==> src/core/ehp_pkg.sv <==
package ehp_pkg;
  // register indices on the plain register port
  localparam logic [3:0] REG_CTRL = 4'h0;
  localparam logic [3:0] REG_IRQ_STS = 4'h1;
  localparam logic [3:0] REG_IRQ_MASK = 4'h2;
  localparam logic [3:0] REG_IO_CFG = 4'h3;
  localparam logic [3:0] REG_MODE = 4'h4;
  localparam logic [3:0] REG_ADDR_CNT = 4'h5;
  localparam logic [3:0] REG_END_ADDR = 4'h6;
  localparam logic [3:0] REG_BUF = 4'h7;
  localparam logic [3:0] REG_BUF_STS = 4'h8;
  // control register bits
  localparam int CTRL_RXB_ENB = 0;
  localparam int CTRL_TXB_ENB = 1;
  localparam int CTRL_MC_ENB = 2;
  // interrupt status / mask bits
  localparam int IRQ_HOST_WR = 0;
  localparam int IRQ_HOST_RD = 1;
  localparam int IRQ_MC_END = 2;
  localparam int IRQ_W = 3;
  // external i/o configuration bits
  localparam int CFG_DREQ_EN = 0;
  localparam int CFG_DACK_EN = 1;
  localparam int CFG_TC_EN = 2;
  localparam int CFG_STS_EN = 3;
  localparam int CFG_INT_SEL_LO = 4;
  localparam int CFG_DREQ_SEL = 6;
  // mode register bits
  localparam int MODE_BURST = 0;
  localparam int MODE_DIR_RD = 1;
  // host pin lanes inside the synchroniser vector
  localparam int PIN_CS_N = 0;
  localparam int PIN_A0 = 1;
  localparam int PIN_RD_N = 2;
  localparam int PIN_WR_N = 3;
  localparam int PIN_DACK_N = 4;
  localparam int PIN_TC = 5;
  localparam int PIN_A1 = 6;
  localparam int PIN_W = 7;
  // host interrupt pin selections
  localparam logic [1:0] INT_SEL_TXB = 2'h0;
  localparam logic [1:0] INT_SEL_RXB = 2'h1;
  localparam logic [1:0] INT_SEL_MCH = 2'h2;
  // memory channel status codes
  localparam logic [1:0] MC_IDLE = 2'h0;
  localparam logic [1:0] MC_RUN = 2'h1;
  localparam logic [1:0] MC_END_ADDR = 2'h2;
  localparam logic [1:0] MC_END_TC = 2'h3;
  localparam logic [7:0] RST_BYTE = 8'h00;
  localparam logic [PIN_W-1:0] PIN_IDLE = 7'h1d; // strobes and selects inactive
endpackage

==> src/core/ehp_pin_if.sv <==
`timescale 1ns/100ps
interface ehp_pin_if #(parameter int W = 1);
  logic [W-1:0] level;
  logic [W-1:0] rise;
  logic [W-1:0] fall;
  modport src (output level, output rise, output fall);
  modport dst (input level, input rise, input fall);
endinterface

==> src/core/ehp_pin_sync.sv <==
`timescale 1ns/100ps
module ehp_pin_sync import ehp_pkg::*; #(
  parameter int W = 1,
  parameter logic [W-1:0] IDLE = '0
) (
  input wire logic clk_i,
  input wire logic srst_i,
  input wire logic [W-1:0] raw_i,
  ehp_pin_if.src pin
);
  logic [W-1:0] s1_q, s2_q, s3_q, lvl_q, lvl_d;

  ////////////////////////////////////////////////////////////////////////////
  // a change counts only once stages two and three agree
  assign lvl_d = (s2_q & s3_q) | (lvl_q & (s2_q | s3_q));
  assign pin.level = lvl_q;
  assign pin.rise = lvl_d & ~lvl_q;
  assign pin.fall = ~lvl_d & lvl_q;

  // three-stage chain; stage one feeds nothing but stage two
  always_ff @(posedge clk_i) begin
    if (srst_i) begin
      s1_q <= IDLE;
      s2_q <= IDLE;
      s3_q <= IDLE;
      lvl_q <= IDLE;
    end else begin
      s1_q <= raw_i;
      s2_q <= s1_q;
      s3_q <= s2_q;
      lvl_q <= lvl_d;
    end
  end
endmodule

==> src/core/ehp_top.sv <==
// Function
// cpu channel bytes serviced by firmware interrupt
// memory channel moves bytes to shared ram
// synced strobe rise, ram move in two clocks
// usb ram access wins, two clocks delay
// host spaces accesses to allow transfer completion
// burst bit selects fastest memory channel mode
// four controls, eight data, one interrupt
// dma and status pins enabled by software
// command decoder derives internal strobes
// cpu channel gated by external pins only
// memory channel gated by config and enables
// selector drives interrupt and dma request pins
// select high: cpu channel, raise interrupt
// select low: ram, auto-incrementing address
// request pulses per byte, or burst level
// terminal count on write: last, status 11
// usb collision stalls ram move, byte kept
`timescale 1ns/100ps
module ehp_top import ehp_pkg::*; #(
  parameter int AW = 11
) (
  input wire logic CORE_CLK_I,
  input wire logic SRST_I,
  input wire logic HOST_CHIP_SELECT_N_I,
  input wire logic HOST_CHANNEL_SELECT_I,
  input wire logic HOST_READ_STROBE_N_I,
  input wire logic HOST_WRITE_STROBE_N_I,
  input wire logic [7:0] HOST_DATA_BUS_I,
  output logic [7:0] HOST_DATA_BUS_O,
  output logic HOST_DATA_BUS_OE_O,
  output logic HOST_INTERRUPT_OUT_O,
  input wire logic DMA_TERMINAL_COUNT_I,
  input wire logic DMA_ACKNOWLEDGE_N_I,
  input wire logic BUFFER_STATUS_SELECT_I,
  output logic DMA_REQUEST_OUT_O,
  input wire logic PORT_DREQ_PIN_VAL_I,
  input wire logic [3:0] REG_ADDR_I,
  input wire logic [7:0] REG_WDATA_I,
  input wire logic REG_WR_I,
  input wire logic REG_RD_I,
  output logic [7:0] REG_RDATA_O,
  output logic IRQ_O,
  output logic RAM_REQ_O,
  output logic RAM_WE_O,
  output logic [AW-1:0] RAM_ADDR_O,
  output logic [7:0] RAM_WDATA_O,
  input wire logic [7:0] RAM_RDATA_I,
  input wire logic USB_RAM_BUSY_I
);
  typedef enum logic [3:0] {
    S_IDLE = 4'b0001,
    S_REQ = 4'b0010,
    S_CAP = 4'b0100,
    S_END = 4'b1000
  } ehp_state_t;

  ehp_pin_if #(.W(PIN_W)) ctl ();
  ehp_pin_if #(.W(8)) dat ();
  ehp_state_t st_q, st_d;
  logic [7:0] ctrl_q, cfg_q, mode_q, txbuf_q, rxbuf_q, wdat_q, hdata_q, rdata_q;
  logic [IRQ_W-1:0] sts_q, mask_q, sts_set;
  logic [AW-1:0] addr_q, end_q;
  logic [1:0] mcst_q;
  logic tx_empty_q, rx_full_q, mc_wr_q, last_q, req_q, ram_req_q, ram_we_q;

  ////////////////////////////////////////////////////////////////////////////
  // pin synchronisers; the host bus is asynchronous to the core clock
  ehp_pin_sync #(.W(PIN_W), .IDLE(PIN_IDLE)) u_ctl_sync (
    .clk_i(CORE_CLK_I),
    .srst_i(SRST_I),
    .raw_i({BUFFER_STATUS_SELECT_I, DMA_TERMINAL_COUNT_I, DMA_ACKNOWLEDGE_N_I,
            HOST_WRITE_STROBE_N_I, HOST_READ_STROBE_N_I, HOST_CHANNEL_SELECT_I,
            HOST_CHIP_SELECT_N_I}),
    .pin(ctl)
  );

  ehp_pin_sync #(.W(8), .IDLE(RST_BYTE)) u_dat_sync (
    .clk_i(CORE_CLK_I),
    .srst_i(SRST_I),
    .raw_i(HOST_DATA_BUS_I),
    .pin(dat)
  );

  ////////////////////////////////////////////////////////////////////////////
  // command decoder
  wire cs = ~ctl.level[PIN_CS_N];
  wire a0 = ctl.level[PIN_A0];
  wire rd_low = ~ctl.level[PIN_RD_N];
  wire wr_low = ~ctl.level[PIN_WR_N];
  wire rd_end = ctl.rise[PIN_RD_N]; // access completes on the strobe rise
  wire wr_end = ctl.rise[PIN_WR_N];
  wire dack_on = cfg_q[CFG_DACK_EN] & ~ctl.level[PIN_DACK_N];
  wire tc_on = cfg_q[CFG_TC_EN] & ctl.level[PIN_TC];
  wire cch_sel = cs & a0; // pins alone, no internal gating
  wire mch_sel = (cs & ~a0) | dack_on; // dack alone acts as ram select
  wire mc_run = ctrl_q[CTRL_MC_ENB] & (mcst_q == MC_RUN);
  wire ram_receive_enable = mc_run & ~mode_q[MODE_DIR_RD] & st_q[0];
  wire ram_transmit_enable = mc_run & mode_q[MODE_DIR_RD] & st_q[0];
  wire cch_rd = cch_sel & rd_end;
  wire cch_wr = cch_sel & wr_end;
  wire mch_rd = mch_sel & rd_end & ram_transmit_enable;
  wire mch_wr = mch_sel & wr_end & ram_receive_enable;
  wire ram_path_last_byte = mch_wr & tc_on;
  wire buf_wr = cch_wr | mch_wr;
  wire stt_sel = cfg_q[CFG_STS_EN] & ctl.level[PIN_A1];
  wire data_output_enable = (cs | dack_on) & rd_low;
  wire [7:0] status_byte = {3'h0, mcst_q, sts_q[IRQ_MC_END], rx_full_q, tx_empty_q};

  ////////////////////////////////////////////////////////////////////////////
  // output selector for the interrupt and dma request pins
  wire tx_buffer_ready = ctrl_q[CTRL_TXB_ENB] & ~tx_empty_q;
  wire rx_buffer_ready = ctrl_q[CTRL_RXB_ENB] & ~rx_full_q;
  wire [1:0] int_sel = cfg_q[CFG_INT_SEL_LO +: 2];
  // burst holds the request over the whole address run; otherwise one pulse
  // per byte, dropped while the host strobe is low so the dma sees an edge
  wire mch_req = mode_q[MODE_BURST] ? mc_run : req_q;
  wire int_pin = (int_sel == INT_SEL_TXB) ? tx_buffer_ready :
                 (int_sel == INT_SEL_RXB) ? rx_buffer_ready :
                 (int_sel == INT_SEL_MCH) ? mch_req : 1'b0;
  wire dreq_fn = cfg_q[CFG_DREQ_SEL] ? mch_req : rx_buffer_ready;

  assign HOST_INTERRUPT_OUT_O = int_pin;
  // disabled pin keeps its ordinary port value
  assign DMA_REQUEST_OUT_O = cfg_q[CFG_DREQ_EN] ? dreq_fn : PORT_DREQ_PIN_VAL_I;
  assign HOST_DATA_BUS_OE_O = data_output_enable;
  assign HOST_DATA_BUS_O = hdata_q;

  // per-byte request: armed when ready, cleared while a strobe is active
  always_ff @(posedge CORE_CLK_I) begin
    if (SRST_I) begin
      req_q <= 1'b0;
    end else begin
      req_q <= (ram_receive_enable | ram_transmit_enable) & ~rd_low & ~wr_low;
    end
  end

  ////////////////////////////////////////////////////////////////////////////
  // host data path: write data sampled while the strobe is low, since the
  // bus may already be released when the synced rise arrives
  always_ff @(posedge CORE_CLK_I) begin
    if (SRST_I) begin
      wdat_q <= RST_BYTE;
      hdata_q <= RST_BYTE;
    end else begin
      if (wr_low) begin
        wdat_q <= dat.level;
      end
      hdata_q <= stt_sel ? status_byte : txbuf_q;
    end
  end

  ////////////////////////////////////////////////////////////////////////////
  // shared buffers and cpu channel flags; hardware set wins over cpu clear
  wire cpu_buf_wr = REG_WR_I & (REG_ADDR_I == REG_BUF);
  wire cpu_buf_rd = REG_RD_I & (REG_ADDR_I == REG_BUF);

  always_ff @(posedge CORE_CLK_I) begin
    if (SRST_I) begin
      rxbuf_q <= RST_BYTE;
      txbuf_q <= RST_BYTE;
      rx_full_q <= 1'b0;
      tx_empty_q <= 1'b1;
    end else begin
      if (buf_wr) begin
        rxbuf_q <= wdat_q;
      end
      if (st_q[2] & ~ram_we_q) begin
        txbuf_q <= RAM_RDATA_I; // prefetched byte for the next host read
      end else if (cpu_buf_wr) begin
        txbuf_q <= REG_WDATA_I;
      end
      rx_full_q <= cch_wr | (rx_full_q & ~cpu_buf_rd);
      tx_empty_q <= cch_rd | (tx_empty_q & ~cpu_buf_wr);
    end
  end

  ////////////////////////////////////////////////////////////////////////////
  // memory channel sequencer: one request cycle, one capture cycle
  wire rd_start = ctrl_q[CTRL_MC_ENB] & mode_q[MODE_DIR_RD] & (mcst_q == MC_IDLE);
  wire wr_start = ctrl_q[CTRL_MC_ENB] & ~mode_q[MODE_DIR_RD] & (mcst_q == MC_IDLE);
  wire at_end = (addr_q == end_q);

  always_comb begin
    st_d = st_q;
    case (st_q)
      S_IDLE: begin
        if (mch_wr | mch_rd | rd_start) begin
          st_d = S_REQ;
        end
      end
      S_REQ: begin
        if (!USB_RAM_BUSY_I) begin // advance once usb frees the ram
          st_d = S_CAP;
        end
      end
      S_CAP: begin
        st_d = S_END;
      end
      S_END: begin
        st_d = S_IDLE;
      end
      default: begin
        st_d = S_IDLE;
      end
    endcase
  end

  wire ram_go = st_q[1] & ~USB_RAM_BUSY_I; // held request keeps the byte
  assign RAM_REQ_O = ram_req_q;
  assign RAM_WE_O = ram_we_q;
  assign RAM_ADDR_O = addr_q;
  assign RAM_WDATA_O = rxbuf_q;

  always_ff @(posedge CORE_CLK_I) begin
    if (SRST_I) begin
      st_q <= S_IDLE;
      ram_req_q <= 1'b0;
      ram_we_q <= 1'b0;
      mc_wr_q <= 1'b0;
      last_q <= 1'b0;
    end else begin
      st_q <= st_d;
      ram_req_q <= ram_go;
      ram_we_q <= ram_go & mc_wr_q;
      if (st_q[0] & (mch_wr | mch_rd | rd_start)) begin
        mc_wr_q <= mch_wr;
        last_q <= ram_path_last_byte;
      end
    end
  end

  ////////////////////////////////////////////////////////////////////////////
  // address counter and channel status; the prefetch leaves the counter on
  // the byte held for the host, and a finished host read steps it before the
  // refill, otherwise the refill would fetch the byte just handed over
  wire cpu_addr_wr = REG_WR_I & (REG_ADDR_I == REG_ADDR_CNT) & ~ctrl_q[CTRL_MC_ENB];
  wire [15:0] wdat_dup = {REG_WDATA_I, REG_WDATA_I};

  always_ff @(posedge CORE_CLK_I) begin
    if (SRST_I) begin
      addr_q <= '0;
      mcst_q <= MC_IDLE;
    end else begin
      if (cpu_addr_wr) begin
        addr_q <= wdat_dup[AW-1:0];
      end else if (mch_rd & ~at_end) begin
        addr_q <= addr_q + 1'b1; // read path: step before the refill
      end
      if (!ctrl_q[CTRL_MC_ENB]) begin
        mcst_q <= MC_IDLE;
      end else if (rd_start | wr_start) begin
        mcst_q <= MC_RUN;
      end else if (st_q[3] & mc_wr_q & last_q) begin
        mcst_q <= MC_END_TC; // stops before the end address if need be
      end else if (st_q[3] & mc_wr_q & at_end) begin
        mcst_q <= MC_END_ADDR;
      end else if (st_q[3] & mc_wr_q) begin
        addr_q <= addr_q + 1'b1; // write path: advance after the store
      end else if (mch_rd & at_end) begin
        mcst_q <= MC_END_ADDR; // host took the byte at the end address
      end
    end
  end

  ////////////////////////////////////////////////////////////////////////////
  // sticky interrupt status, cleared by writing one; set wins
  assign sts_set[IRQ_HOST_WR] = cch_wr;
  assign sts_set[IRQ_HOST_RD] = cch_rd;
  assign sts_set[IRQ_MC_END] = st_q[3] & mc_wr_q & (last_q | at_end);
  wire [IRQ_W-1:0] sts_clr = (REG_WR_I & (REG_ADDR_I == REG_IRQ_STS)) ?
                             REG_WDATA_I[IRQ_W-1:0] : '0;
  assign IRQ_O = |(sts_q & mask_q);

  always_ff @(posedge CORE_CLK_I) begin
    if (SRST_I) begin
      sts_q <= '0;
    end else begin
      sts_q <= sts_set | (sts_q & ~sts_clr);
    end
  end

  ////////////////////////////////////////////////////////////////////////////
  // software registers
  always_ff @(posedge CORE_CLK_I) begin
    if (SRST_I) begin
      ctrl_q <= RST_BYTE;
      mask_q <= '0;
      cfg_q <= RST_BYTE; // all dma and status pins start as ports
      mode_q <= RST_BYTE;
      end_q <= '0;
    end else if (REG_WR_I) begin
      if (REG_ADDR_I == REG_CTRL) begin
        ctrl_q <= REG_WDATA_I;
      end else if (REG_ADDR_I == REG_IRQ_MASK) begin
        mask_q <= REG_WDATA_I[IRQ_W-1:0];
      end else if (REG_ADDR_I == REG_IO_CFG) begin
        cfg_q <= REG_WDATA_I;
      end else if (REG_ADDR_I == REG_MODE) begin
        mode_q <= REG_WDATA_I;
      end else if (REG_ADDR_I == REG_END_ADDR) begin
        end_q <= wdat_dup[AW-1:0];
      end
    end
  end

  // read data stands only in the cycle after the strobe
  wire [7:0] rd_mux =
    (REG_ADDR_I == REG_CTRL) ? ctrl_q :
    (REG_ADDR_I == REG_IRQ_STS) ? {5'h0, sts_q} :
    (REG_ADDR_I == REG_IRQ_MASK) ? {5'h0, mask_q} :
    (REG_ADDR_I == REG_IO_CFG) ? cfg_q :
    (REG_ADDR_I == REG_MODE) ? mode_q :
    (REG_ADDR_I == REG_ADDR_CNT) ? addr_q[7:0] :
    (REG_ADDR_I == REG_END_ADDR) ? end_q[7:0] :
    (REG_ADDR_I == REG_BUF) ? rxbuf_q :
    (REG_ADDR_I == REG_BUF_STS) ? status_byte : RST_BYTE;

  always_ff @(posedge CORE_CLK_I) begin
    if (SRST_I) begin
      rdata_q <= RST_BYTE;
    end else begin
      rdata_q <= REG_RD_I ? rd_mux : RST_BYTE;
    end
  end
  assign REG_RDATA_O = rdata_q;
endmodule

==> config.mk <==
export PLATFORM = sky130hd
export DESIGN_NAME = ehp_top
export DESIGN_NICKNAME = d
export VERILOG_FILES = /design/src/core/ehp_pkg.sv /design/src/core/ehp_pin_if.sv /design/src/core/ehp_pin_sync.sv /design/src/core/ehp_top.sv
export SDC_FILE = /design/constraint.sdc
export NUM_CORES = 1
export LEC_CHECK = 0
export ABC_AREA = 1
export BUFFER_PORTS_ARGS = -buffer_cell sky130_fd_sc_hd__buf_2
export CORE_ASPECT_RATIO = 1.1
export CORE_MARGIN = 10
export CORE_UTILIZATION = 30
export DETAILED_ROUTE_END_ITERATION = 16
export PLACE_DENSITY = 0.44
export SLEW_MARGIN = 10
export SYNTH_ARGS = -nofsm -noshare
export SYNTH_HDL_FRONTEND = slang
export SYNTH_SLANG_ARGS = --single-unit
export TNS_END_PERCENT = 50
==> constraint.sdc <==
create_clock -name CORE_CLK_I -period 3.07 [get_ports CORE_CLK_I]
set_input_delay 0.1535 -clock CORE_CLK_I [delete_from_list [all_inputs] [get_ports CORE_CLK_I]]
set_output_delay 0.1535 -clock CORE_CLK_I [all_outputs]
set_load 0.02 [all_outputs]
Word level (Yosys, flattened, before mapping)

Index checks and enable logic that the tools add are counted.

Register bits: 165
Bits of input ports: 41

Add/subtract/negate cells: 1
Equality and inequality tests: 19
Muxes and demuxes: 34
Bitwise operators: 85
Reductions and logical operators: 19

Operators by type and width:

| operator              | count |
|---|---|
| $mux 8                | 10 |
| $mux 11               | 7 |
| $and 1x1->1           | 43 |
| $eq 4x3->1 const B    | 5 |
| $not 1->1             | 18 |
| $and 8x8->8           | 2 |
| $or 8x8->8            | 2 |
| $and 7x7->7           | 2 |
| $or 7x7->7            | 2 |
| $eq 4x2->1 const B    | 3 |
| $pmux 4 s3            | 1 |
| $add 11x1->11 const B | 1 |
| $eq 11x11->1          | 1 |
| $mux 5                | 2 |
| $or 1x1->1            | 10 |
| $eq 4x1->1 const B    | 2 |
| $mux 2                | 4 |
| $mux 4                | 2 |
| $reduce_and 2->1      | 4 |
| $mux 1                | 7 |
| $and 3x3->3           | 2 |
| $reduce_and 6->1      | 1 |
| $reduce_or 2->1       | 3 |
| $reduce_or 3->1       | 2 |
| 19 further kinds      | 22 |

Logic depth before layout (Yosys ltp)

Gate-level depths: netlist of run 1.

Depth after elaboration: 14
Mapped depth: 12
Depth with buffers taken out: 11

Hierarchy

From an unflattened synthesis of run 1, not the netlist that was laid out.

Cell total of the unflattened synthesis: 915
Area total of the unflattened synthesis: 6909.1 um2

Modules (own cells, without submodules):

| module                    | instances | cells each | area an instance (um2) |
|---|---|---|---|
| ehp_top                   | 1         | 680        | 4844.6 |
| ehp_pin_sync (u_dat_sync) | 1         | 132        | 1133.6 |
| ehp_pin_sync (u_ctl_sync) | 1         | 103        | 930.9 |

Worst setup path after synthesis of run 1

OpenSTA, ideal clock, no wires.

Kind: reg-to-reg
Start: register addr_q[0], in the netlist RAM_ADDR_O[0]
End: register addr_q[8], in the netlist RAM_ADDR_O[8]
Library setup time: 0.119 ns
Arrival time: 1.486 ns
Required time: 2.951 ns
Path slack: 1.465 ns
Stages on the path, launching flop included: 10
Period minus slack after synthesis: 1.605 ns
Path through: dfxtp_1 > ha_1 > nand2_1 > nor2_1 > nand3_1 > nand2_1 > nand2_1 > nand3b_1 > nand3_1 > a21oi_1

Word-level cells in the longest chain between the ends: 10

Ends and longest elaborated chain:

| item                                                  | RTL line       | text |
|---|---|---|
| start: declaration                                    | ehp_top.sv:63  | `logic [AW-1:0] addr_q, end_q;` |
| start signal: assignment                              | ehp_top.sv:246 | `addr_q <= wdat_dup[AW-1:0];` |
| start signal: assignment                              | ehp_top.sv:248 | `addr_q <= addr_q + 1'b1;` |
| start signal: assignment                              | ehp_top.sv:259 | `addr_q <= addr_q + 1'b1;` |
| branches (longest 9 deep; another with $add 11x1->11) | -              |  |
| $mux 11 (*)                                           | ehp_top.sv:250 | `if (!ctrl_q[CTRL_MC_ENB]) begin` |

Mark *: on every way between the ends.
A chain may end at the register's enable or synchronous reset.

Final worst setup path of run 1

Start: register addr_q[3], in the netlist RAM_ADDR_O[3]
End: register addr_q[6], in the netlist RAM_ADDR_O[6]

The elaborated chain is that of the path after synthesis.

==> metrics.md, run 1 <==
| Metric | Value |
|---|---|
| Status | finished clean |
| R2R Path End | RAM_ADDR_O[6]$_SDFF_PP0_ |
| Net Count, Synth | 947 |
| PD cells | 576 nW/um^2 |
| Area after DPL | 7290 sq um |
| R2R depth | 9 |
| Top-count cell post-synth | dfxtp_1 |
| Initial Util | 30.3% |
| Hpwl dp | 14500 um |
| Sequential share of the synthesized area | 48.9% |
| Die W | 162 um |
| TritonRoute pass-1 iters | 5 |
| Share of synthesized cell area in full adder, half adder and majority cells | 0.189% |
| Area delta synth->final | 21.6% |
| Synth Flop Type | dfxtp_1 |
| CTS Root Cell | clkbuf_16 |
| Area leader, netlist | dfxtp_1 |
| Non-filler cells, final | 1301 |
| Design Area, Final | 8060 sq um |
| Final wirelength | 19700 um |
| Die height | 176 um |
| Peak Freq | 0.464 GHz |
| Worst hold slack | 0.0128 ns |
| Hold path start | RAM_RDATA_I[0] |
| Max Buffers Root-to-Sink | 2 |
| Vias per inst | 4.51 |
| GRT Total Usage | 14.0% |
| Layout cell share with drive strength beyond 1 | 14.2% |
| Post-synth top area share | 48.9% |
| GRT Residual Overflow | 0 |
| Critical R2R Launch | RAM_ADDR_O[3]$_SDFF_PP0_ |
| Max Slew Vio Count | 0 |
| Worst Tran Pin Value | 0.681 ns |
| WP data arrival | 2.47 ns |
| Filler Cells Inserted | 2335 |
| Largest family of logic cells by synthesized area | simple AND/OR/NAND/NOR gates |
| Wire length per cell | 15.2 um |
| Flops & latches, synth | 162 |
| Mapped Area | 6630 sq um |
| R2R Setup Slk | 0.91 ns |
| DIE AREA | 28500 sq um |
| Final core utilization | 36.8% |
| CTS sink count | 162 |
| Post-Synth Simple-Gate Area | 24.2% |
| Via count | 5872 |
| Yosys Warn Count | 0 |
| Initial antenna violation count | 0 |
| Worst skew pair latency | 0.43 ns |
| CP required | 3.38 ns |
| Nets | 1035 |
| Setup Fix Bufs, Post-CTS | 0 |
| Xor and xnor area share after synthesis | 1.06% |
| Port bufs | 81 |
| Post-synth EDFFs | 0 |
| Core area | 21900 sq um |
| Setup violators final | 0 |
| Fin. Hold Viols | 0 |
| Max Cap Violations | 0 |
| Rows | 57 |
| Max FO, Critical Path | 11 |
| Multiplexer share of the synthesized area | 0% |
| Place WS | 0.931 ns |
| Hold Path Sink | txbuf_q[0]$_SDFFE_PP0P_ |
| Worst-path clk slew | 0.07 ns |
| Startpoint Class | flip-flop |
| Worst Setup End Kind | flip-flop |
| Worst min path class | primary input to flip-flop |
| Placer Congestion | 0.904 |
| Tcrit/Tclk final | 70.2% |
| Syn avg cell area | 7.33 sq um |
| Max reg flops | 11 |
| First-pass GRT wire length | 31400 um |
| Post-DRT Antenna Nets | 0 |
| Setup_tns | 0 ns |
| Normalized max-slew margin | 54.6% |
| Worst VDD drop | 0.426 mV |
| Vias in the first global route | 5748 |
| Io pins | 82 |
| Hold path depth | 3 |
| Lkg Pwr | 3.41 nW |
| Largest net degree at the start of global routing | 69 |
| Final worst path period need | 2.16 ns |
| Fraction of registers with async set/reset | 0% |
| Netlist cell types | 36 |
| Final worst slack | 0.914 ns |
| CTS Buf Count | 17 |
| Post-route DRC | 0 |
| Total power | 4.64 mW |
| Kind of critical path | flip-flop to flip-flop |
| Synth top cells by count | dfxtp_1, nand2_1, inv_1 |
| RSZ-0062 raised after global routing | false |
| Htree depth | 4 |
| Final setup skew | 0.0132 ns |
| Placed Cells | 1253 |
| Mapped Cells | 905 |
| Synth area leaders | dfxtp_1, nand2_1, a21oi_1 |
| Post-synthesis compound-gate area fraction | 16.4% |
| Initial drt markers | 353 |
| ANT cells | 0 |
| TritonCTS clock tree | built |
==> final cells by class <==
cell class                 instances  area, sq um  share of cell area [%]
sequential                       162         3240                    40.2
multi-input combinational        586         2770                    34.4
timing repair buffer             102          603                    7.48
inverter                         124          465                    5.77
clock buffer                      21          460                    5.71
tap                              295          369                    4.58
clock inverter                    11          151                    1.88
==> worst max-delay path, cell delays in order, from the launching register on <==
cell,delay (ns)
dfxtp_1,0.49
nand2_1,0.09
nand2_1,0.07
nand2_1,0.05
nor2_1,0.13
nand3_1,0.39
nand2_1,0.38
inv_1,0.20
a21oi_1,0.17
a21oi_1,0.08
==> where the power goes <==
group	internal [mW]	switching [mW]	total (mW)	leakage (nW)
combinational	0.0892	0.167	0.257	1.80
sequential	2.14	0.0238	2.17	1.32
clock	1.33	0.888	2.22	0.298
==> placed cells by master (no fill, tap or decap), types with 3 or more instances in the layout <==
master | Yosys | routed
xnor2_1 | 3 | 3
o21ai_0 | 88 | 88
xor2_1 | 5 | 5
o22ai_1 | 4 | 4
bufinv_16 | 0 | 3
clkinv_4 | 0 | 3
inv_1 | 118 | 118
dfxtp_1 | 162 | 162
dlygate4sd3_1 | 0 | 16
a31oi_1 | 8 | 8
nor2_1 | 101 | 101
nor3_1 | 4 | 4
a21oi_1 | 100 | 100
inv_2 | 4 | 4
clkbuf_16 | 0 | 17
nand3b_1 | 4 | 4
buf_2 | 8 | 81
o211ai_1 | 3 | 3
nand3_1 | 66 | 66
nand4_1 | 9 | 9
or2_2 | 12 | 12
nand2_1 | 161 | 161
buf_4 | 1 | 5
==> cells by family after synthesis <==
| kind of cell | count (synthesis) |
|---|---|
| xor gates and xnor gates | 8 |
| DFF | 162 |
| AOI/OAI and AO/OA | 209 |
| and+or+nand+nor | 368 |
| adders and majority gates | 1 |
| buffers and inverters | 157 |
==> how the worst max path moves through the flow <==
stage                                        start  depth (start not counted)  slack (ns)                  endpoint
after floorplan           RAM_ADDR_O[0]$_SDFF_PP0_                          9        1.46  RAM_ADDR_O[8]$_SDFF_PP0_
after global placement    RAM_ADDR_O[3]$_SDFF_PP0_                          9        0.99  RAM_ADDR_O[7]$_SDFF_PP0_
after detailed placement  RAM_ADDR_O[7]$_SDFF_PP0_                          8        0.93  RAM_ADDR_O[6]$_SDFF_PP0_
after CTS                 RAM_ADDR_O[3]$_SDFF_PP0_                          9        0.92  RAM_ADDR_O[6]$_SDFF_PP0_
after global routing      RAM_ADDR_O[3]$_SDFF_PP0_                         11        0.65  RAM_ADDR_O[6]$_SDFF_PP0_
final                     RAM_ADDR_O[3]$_SDFF_PP0_                          9        0.91  RAM_ADDR_O[6]$_SDFF_PP0_
==> routing by layer <==
| layer | share of wire, % | vias to the layer above | global-route usage (%) | wire length (um) |
|---|---|---|---|---|
| met4 | 1.8 | 0 | 4.74 | 348 |
| met1 | 44 | 2622 | 16.9 | 8770 |
| li1 | - | 3106 | - | - |
| met5 | 0 | - | 0 | 0 |
| met2 | 50 | 116 | 24.1 | 9780 |
| met3 | 4.2 | 28 | 3.03 | 825 |
==> timing repair <==
action / in CTS / in global routing
setup endpoints to repair: 0 / 0
gates resized for setup: 0 / 0
endpoints found under the hold margin: 16 / 0
hold buffers: 16 / 0
Power figures use the tool's default switching activity.
==> run 2: changes to the inputs <==
- clock period: 3.07 -> 2.26 ns (I/O delays scaled with it)
==> metrics.md, run 2 (synthesis results as in run 1) <==
| Metric | Value |
|---|---|
| Worst skew pair latency | 0.42 ns |
| Worst-path clk slew | 0.06 ns |
| Max FO, Critical Path | 6 |
| Worst path slowest cell | a221oi_1 |
| Delay-heaviest family, CP | compound AO/OA/AOI/OAI gates |
| Setup violators final | 0 |
| Post-route DRC | 0 |
| Final setup skew | 0.0131 ns |
| Clk network pwr share | 46.5% |
| TritonRoute pass-1 iters | 5 |
| Die W | 162 um |
| Normalized max-slew margin | 60.7% |
| Area after DPL | 7380 sq um |
| Kind of critical path | flip-flop to primary output |
| Via count | 5971 |
| Final wirelength | 20400 um |
| CP max stage delay | 0.32 ns |
| Resize count post-CTS | 0 |
| Initial Util | 30.3% |
| Worst Setup SP | mcst_q[1]$_SDFFE_PP0P_ |
| Core area | 21900 sq um |
| Lkg Pwr | 3.48 nW |
| R2R depth | 9 |
| CTS sink count | 162 |
| Post-DRT Antenna Nets | 0 |
| DIE AREA | 28500 sq um |
| Startpoint Class | flip-flop |
| Initial drt markers | 418 |
| Hold path depth | 3 |
| Hpwl dp | 14800 um |
| Max reg flops | 11 |
| GRT Total Usage | 14.3% |
| Tcrit/Tclk final | 87.7% |
| Max Buffers Root-to-Sink | 2 |
| Sequential power share | 47.4% |
| Hold path start | REG_WDATA_I[0] |
| R2R Setup Slk | 0.41 ns |
| Vias in the first global route | 5827 |
| Vias per inst | 4.53 |
| Area delta synth->final | 23.7% |
| Peak Freq | 0.505 GHz |
| Final worst path period need | 1.98 ns |
| Fin. Hold Viols | 0 |
| Filler Cells Inserted | 2361 |
| CTS Root Cell | clkbuf_16 |
| Hold Path Sink | txbuf_q[0]$_SDFFE_PP0P_ |
| Most frequent cells in the layout | dfxtp_1, nand2_1, inv_1 |
| Worst VDD drop | 0.465 mV |
| Port bufs | 81 |
| Design Area, Final | 8200 sq um |
| Psw | 1.51 mW |
| Worst min path class | primary input to flip-flop |
| Status | finished clean |
| Critical R2R Launch | RAM_ADDR_O[0]$_SDFF_PP0_ |
| Setup_tns | 0 ns |
| CTS Buf Count | 17 |
| TritonCTS clock tree | built |
| ANT cells | 0 |
| Die height | 176 um |
| Placer Congestion | 0.872 |
| Setup Fix Bufs, Post-CTS | 0 |
| Layout cell share with drive strength beyond 1 | 14.9% |
| Max Cap Violations | 0 |
| Worst Tran Pin Value | 0.584 ns |
| Sw frac | 24.3% |
| Combinational Power Share | 6.1% |
| RSZ-0062 raised after global routing | false |
| Htree depth | 4 |
| PD cells | 758 nW/um^2 |
| Max Slew Vio Count | 0 |
| GRT Residual Overflow | 0 |
| Worst path cell trace | inv_1 > nand3_2 > nand2_1 > o21ai_0 > a221oi_1 > buf_2 |
| Pint | 4.71 mW |
| Initial antenna violation count | 0 |
| Worst Setup End Kind | primary output |
| Io pins | 82 |
| First-pass GRT wire length | 32200 um |
| Nets | 1053 |
| Buf+Inv Stages, Crit Path | 2 |
| Wire length per cell | 15.5 um |
| WP data arrival | 1.87 ns |
| Hold buffers post-CTS | 24 |
| R2R Path End | RAM_ADDR_O[8]$_SDFF_PP0_ |
| Largest net degree at the start of global routing | 69 |
| Commonest non-fill, non-tap cell in the layout | dfxtp_1 |
| Rows | 57 |
| CP required | 2.15 ns |
run 2: cell count changes in the layout (fill, tap and decap cells not counted), moves of 2 or more:
cell,before,now
clkinvlp_4,1,4
inv_8,0,2
dlygate4sd3_1,16,24
buf_4,5,14
clkbuf_8,2,0
run 2: how the worst max path moves through the flow:
| stage | end | slack, ns | cells after the start |
|---|---|---|---|
| after floorplan | RAM_ADDR_O[8]$_SDFF_PP0_ | 0.65 | 9 |
| after global placement | RAM_ADDR_O[8]$_SDFF_PP0_ | 0.42 | 9 |
| after detailed placement | RAM_ADDR_O[8]$_SDFF_PP0_ | 0.42 | 9 |
| after CTS | HOST_INTERRUPT_OUT_O | 0.21 | 6 |
| after global routing | HOST_INTERRUPT_OUT_O | 0.13 | 6 |
| final | HOST_INTERRUPT_OUT_O | 0.28 | 6 |
run 2: tightest hold or removal path: cells and delay by family:
| family | cells | cell delay (ns) |
|---|---|---|
| buffers and inverters | 1 | 0.16 |
| and+or+nand+nor | 1 | 0.08 |
| AOI/OAI and AO/OA | 1 | 0.07 |
run 2: through the flow:
stage	util, %	setup WS [ns]	total power [mW]	instances	hold WS (ns)
after detailed placement	33.7	0.422	3.36	1263	0.301
after CTS	37.5	0.208	6.31	1319	0.0392
after floorplan	-	0.655	3.21	905	0.197
final	37.5	0.278	6.22	1319	0.0606
after global routing	37.5	0.134	6.48	1319	0.0570
after global placement	33.7	0.416	3.36	1263	0.298
run 2: area by class of cell:
class	count	area, sq um	area share, %
Inverter	124	465	5.67
Sequential cell	162	3240	39.5
Multi-Input combinational cell	586	2770	33.8
Clock inverter	13	153	1.86
Clock buffer	19	433	5.28
Timing Repair Buffer	120	771	9.39
Tap cell	295	369	4.50
run 2: power groups by stage:
stage	Combinational (mW)	Sequential [mW]	Clock, mW
after floorplan	0.204	3.01	0
after global placement	0.350	3.01	0
after detailed placement	0.349	3.01	0
after CTS	0.383	2.95	2.98
after global routing	0.425	2.95	3.10
final	0.378	2.95	2.89
run 2: layer usage:
metal  track usage [%]  vias up  share of wire, %
met4              4.51        0               1.6
met1              17.8     2706                45
met2              24.3      115                50
li1                  -     3132                 -
met3              2.89       18               3.3
met5                 0        -                 0
==> run 3: changes to the inputs <==
- SYNTH_HIERARCHICAL: not set -> 1
==> metrics.md, run 3 <==
| Metric | Value |
|---|---|
| Status | finished clean |
| Layout cell share with drive strength beyond 1 | 18.0% |
| Mapped Cells | 874 |
| Via count | 5865 |
| Post-route DRC | 0 |
| CP required | 2.15 ns |
| CP max stage delay | 0.42 ns |
| Grt met3 use | 3.09% |
| Worst skew pair latency | 0.43 ns |
| Tcrit/Tclk final | 82.8% |
| Rows | 57 |
| Worst path slowest cell | dfxtp_1 |
| Initial antenna violation count | 0 |
| CTS sink count | 162 |
| Peak Freq | 0.535 GHz |
| R2R Setup Slk | 0.40 ns |
| Max Buffers Root-to-Sink | 2 |
| Max reg flops | 11 |
| Vias in the first global route | 5905 |
| Lkg Pwr | 3.44 nW |
| Sequential power share | 47.4% |
| PD cells | 756 nW/um^2 |
| GRT Residual Overflow | 0 |
| Setup_tns | 0 ns |
| Place WS | 0.364 ns |
| DIE AREA | 28700 sq um |
| WP data arrival | 1.76 ns |
| Psw | 1.66 mW |
| Final worst slack | 0.390 ns |
| Combinational Power Share | 6.2% |
| Worst Setup End Kind | primary output |
| Commonest non-fill, non-tap cell in the layout | dfxtp_1 |
| Wire length per cell | 15.7 um |
| CTS Buf Count | 17 |
| CTS Root Cell | clkbuf_16 |
| Worst-path clk slew | 0.08 ns |
| Setup violators final | 0 |
| Initial drt markers | 303 |
| First-pass GRT wire length | 32400 um |
| Die height | 177 um |
| Buf+Inv Stages, Crit Path | 1 |
| Worst min path class | primary input to flip-flop |
| RSZ-0062 raised after global routing | false |
| Normalized max-slew margin | 56.1% |
| Core area | 22000 sq um |
| Gr busiest metal | met2 |
| Port bufs | 81 |
| TritonCTS clock tree | built |
| Met1 GRT Util | 17.3% |
| Sw frac | 26.8% |
| Met2 Use GR | 24.3% |
| Die W | 162 um |
| Worst path cell trace | nand3_1 > nand2_1 > o21ai_0 > a221oi_1 > buf_2 |
| Final wirelength | 20200 um |
| Nets | 1022 |
| Final worst path period need | 1.87 ns |
| Syn avg cell area | 7.66 sq um |
| Htree depth | 4 |
| Max Cap Violations | 0 |
| Io pins | 82 |
| Area delta synth->final | 22.5% |
| Max Slew Vio Count | 0 |
| ANT cells | 0 |
| TritonRoute pass-1 iters | 5 |
| Most frequent cells in the layout | dfxtp_1, nand2_1, nor2_1 |
| Delay-heaviest family, CP | compound AO/OA/AOI/OAI gates |
| Yosys Warn Count | 6 |
| Net Count, Synth | 916 |
| Kind of critical path | flip-flop to primary output |
| Fin. Hold Viols | 0 |
| Startpoint Class | flip-flop |
| Initial Util | 30.4% |
| Clk network pwr share | 46.4% |
| Mapped Area | 6700 sq um |
| GRT Total Usage | 14.4% |
| Hpwl dp | 15100 um |
| Final setup skew | 0.00918 ns |
| Post-DRT Antenna Nets | 0 |
| Pint | 4.54 mW |
| Worst VDD drop | 0.510 mV |
| Largest net degree at the start of global routing | 28 |
| Vias per inst | 4.55 |
| Placer Congestion | 0.850 |
| Max FO, Critical Path | 4 |
| Setup Fix Bufs, Post-CTS | 0 |
| Worst Tran Pin Value | 0.657 ns |
==> run 3: final cells by class <==
class	count	area (sq um)
clock buffer	17	425
clock inverter	15	161
fill	2316	13800
inverter	113	438
multi-input combinational	571	2830
sequential	162	3240
tap	295	369
timing repair buffer	115	733
==> run 3: path summary, 6_finish.rpt <==
check,start,endpoint,cells after the start
worst min register to register,u_ctl_sync/s1_q[6]$_SDFF_PP0_,u_ctl_sync/s2_q[6]$_SDFF_PP0_,2
worst min-delay path,REG_WDATA_I[7],txbuf_q[7]$_SDFFE_PP0P_,3
worst max-delay path,ctrl_q[2]$_SDFFE_PP0P_,HOST_INTERRUPT_OUT_O,5
worst max register to register,RAM_ADDR_O[0]$_SDFF_PP0_,RAM_ADDR_O[8]$_SDFF_PP0_,8
==> run 3: power by group through the flow <==
stage / clock network, mW / registers (mW) / logic [mW]
floorplan: 0 / 3.01 / 0.218
global placement: 0 / 3.01 / 0.358
global route: 3.08 / 2.95 / 0.434
CTS: 2.96 / 2.94 / 0.392
finish: 2.88 / 2.94 / 0.387
detailed placement: 0 / 3.01 / 0.359
==> run 3: timing repair <==
| action | 4_1_cts | 5_1_grt |
|---|---|---|
| hold endpoints to repair | 25 | 0 |
| hold buffers | 24 | 0 |
| gates resized for setup | 0 | 0 |
==> run 3: worst register-to-register path, cell delays in order, from the launching register on <==
cell and delay [ns]:
dfxtp_1 0.49, ha_1 0.25, nand3_1 0.13, nor2_1 0.29
nand2_1 0.11, xor2_1 0.24, nand3_1 0.10, nand3_1 0.09
a21oi_1 0.07
==> run 3: stage by stage <==
stage	cell area (sq um)	power, mW	utilization (%)	std cells	hold slack [ns]
2_1_floorplan	6700	3.23	-	874	0.197
3_3_place_gp	7380	3.36	33.5	1232	0.295
3_5_place_dp	7380	3.37	33.5	1232	0.293
4_1_cts	8200	6.29	37.2	1288	0.0332
5_1_grt	8200	6.46	37.2	1288	0.0532
6_report	8200	6.20	37.2	1288	0.0575
==> run 3: routing by layer <==
metal | part of all wire (%) | vias up
li1 | - | 3048
met1 | 45 | 2677
met2 | 48 | 111
met3 | 3.8 | 29
met4 | 2.6 | 0
met5 | 0 | -
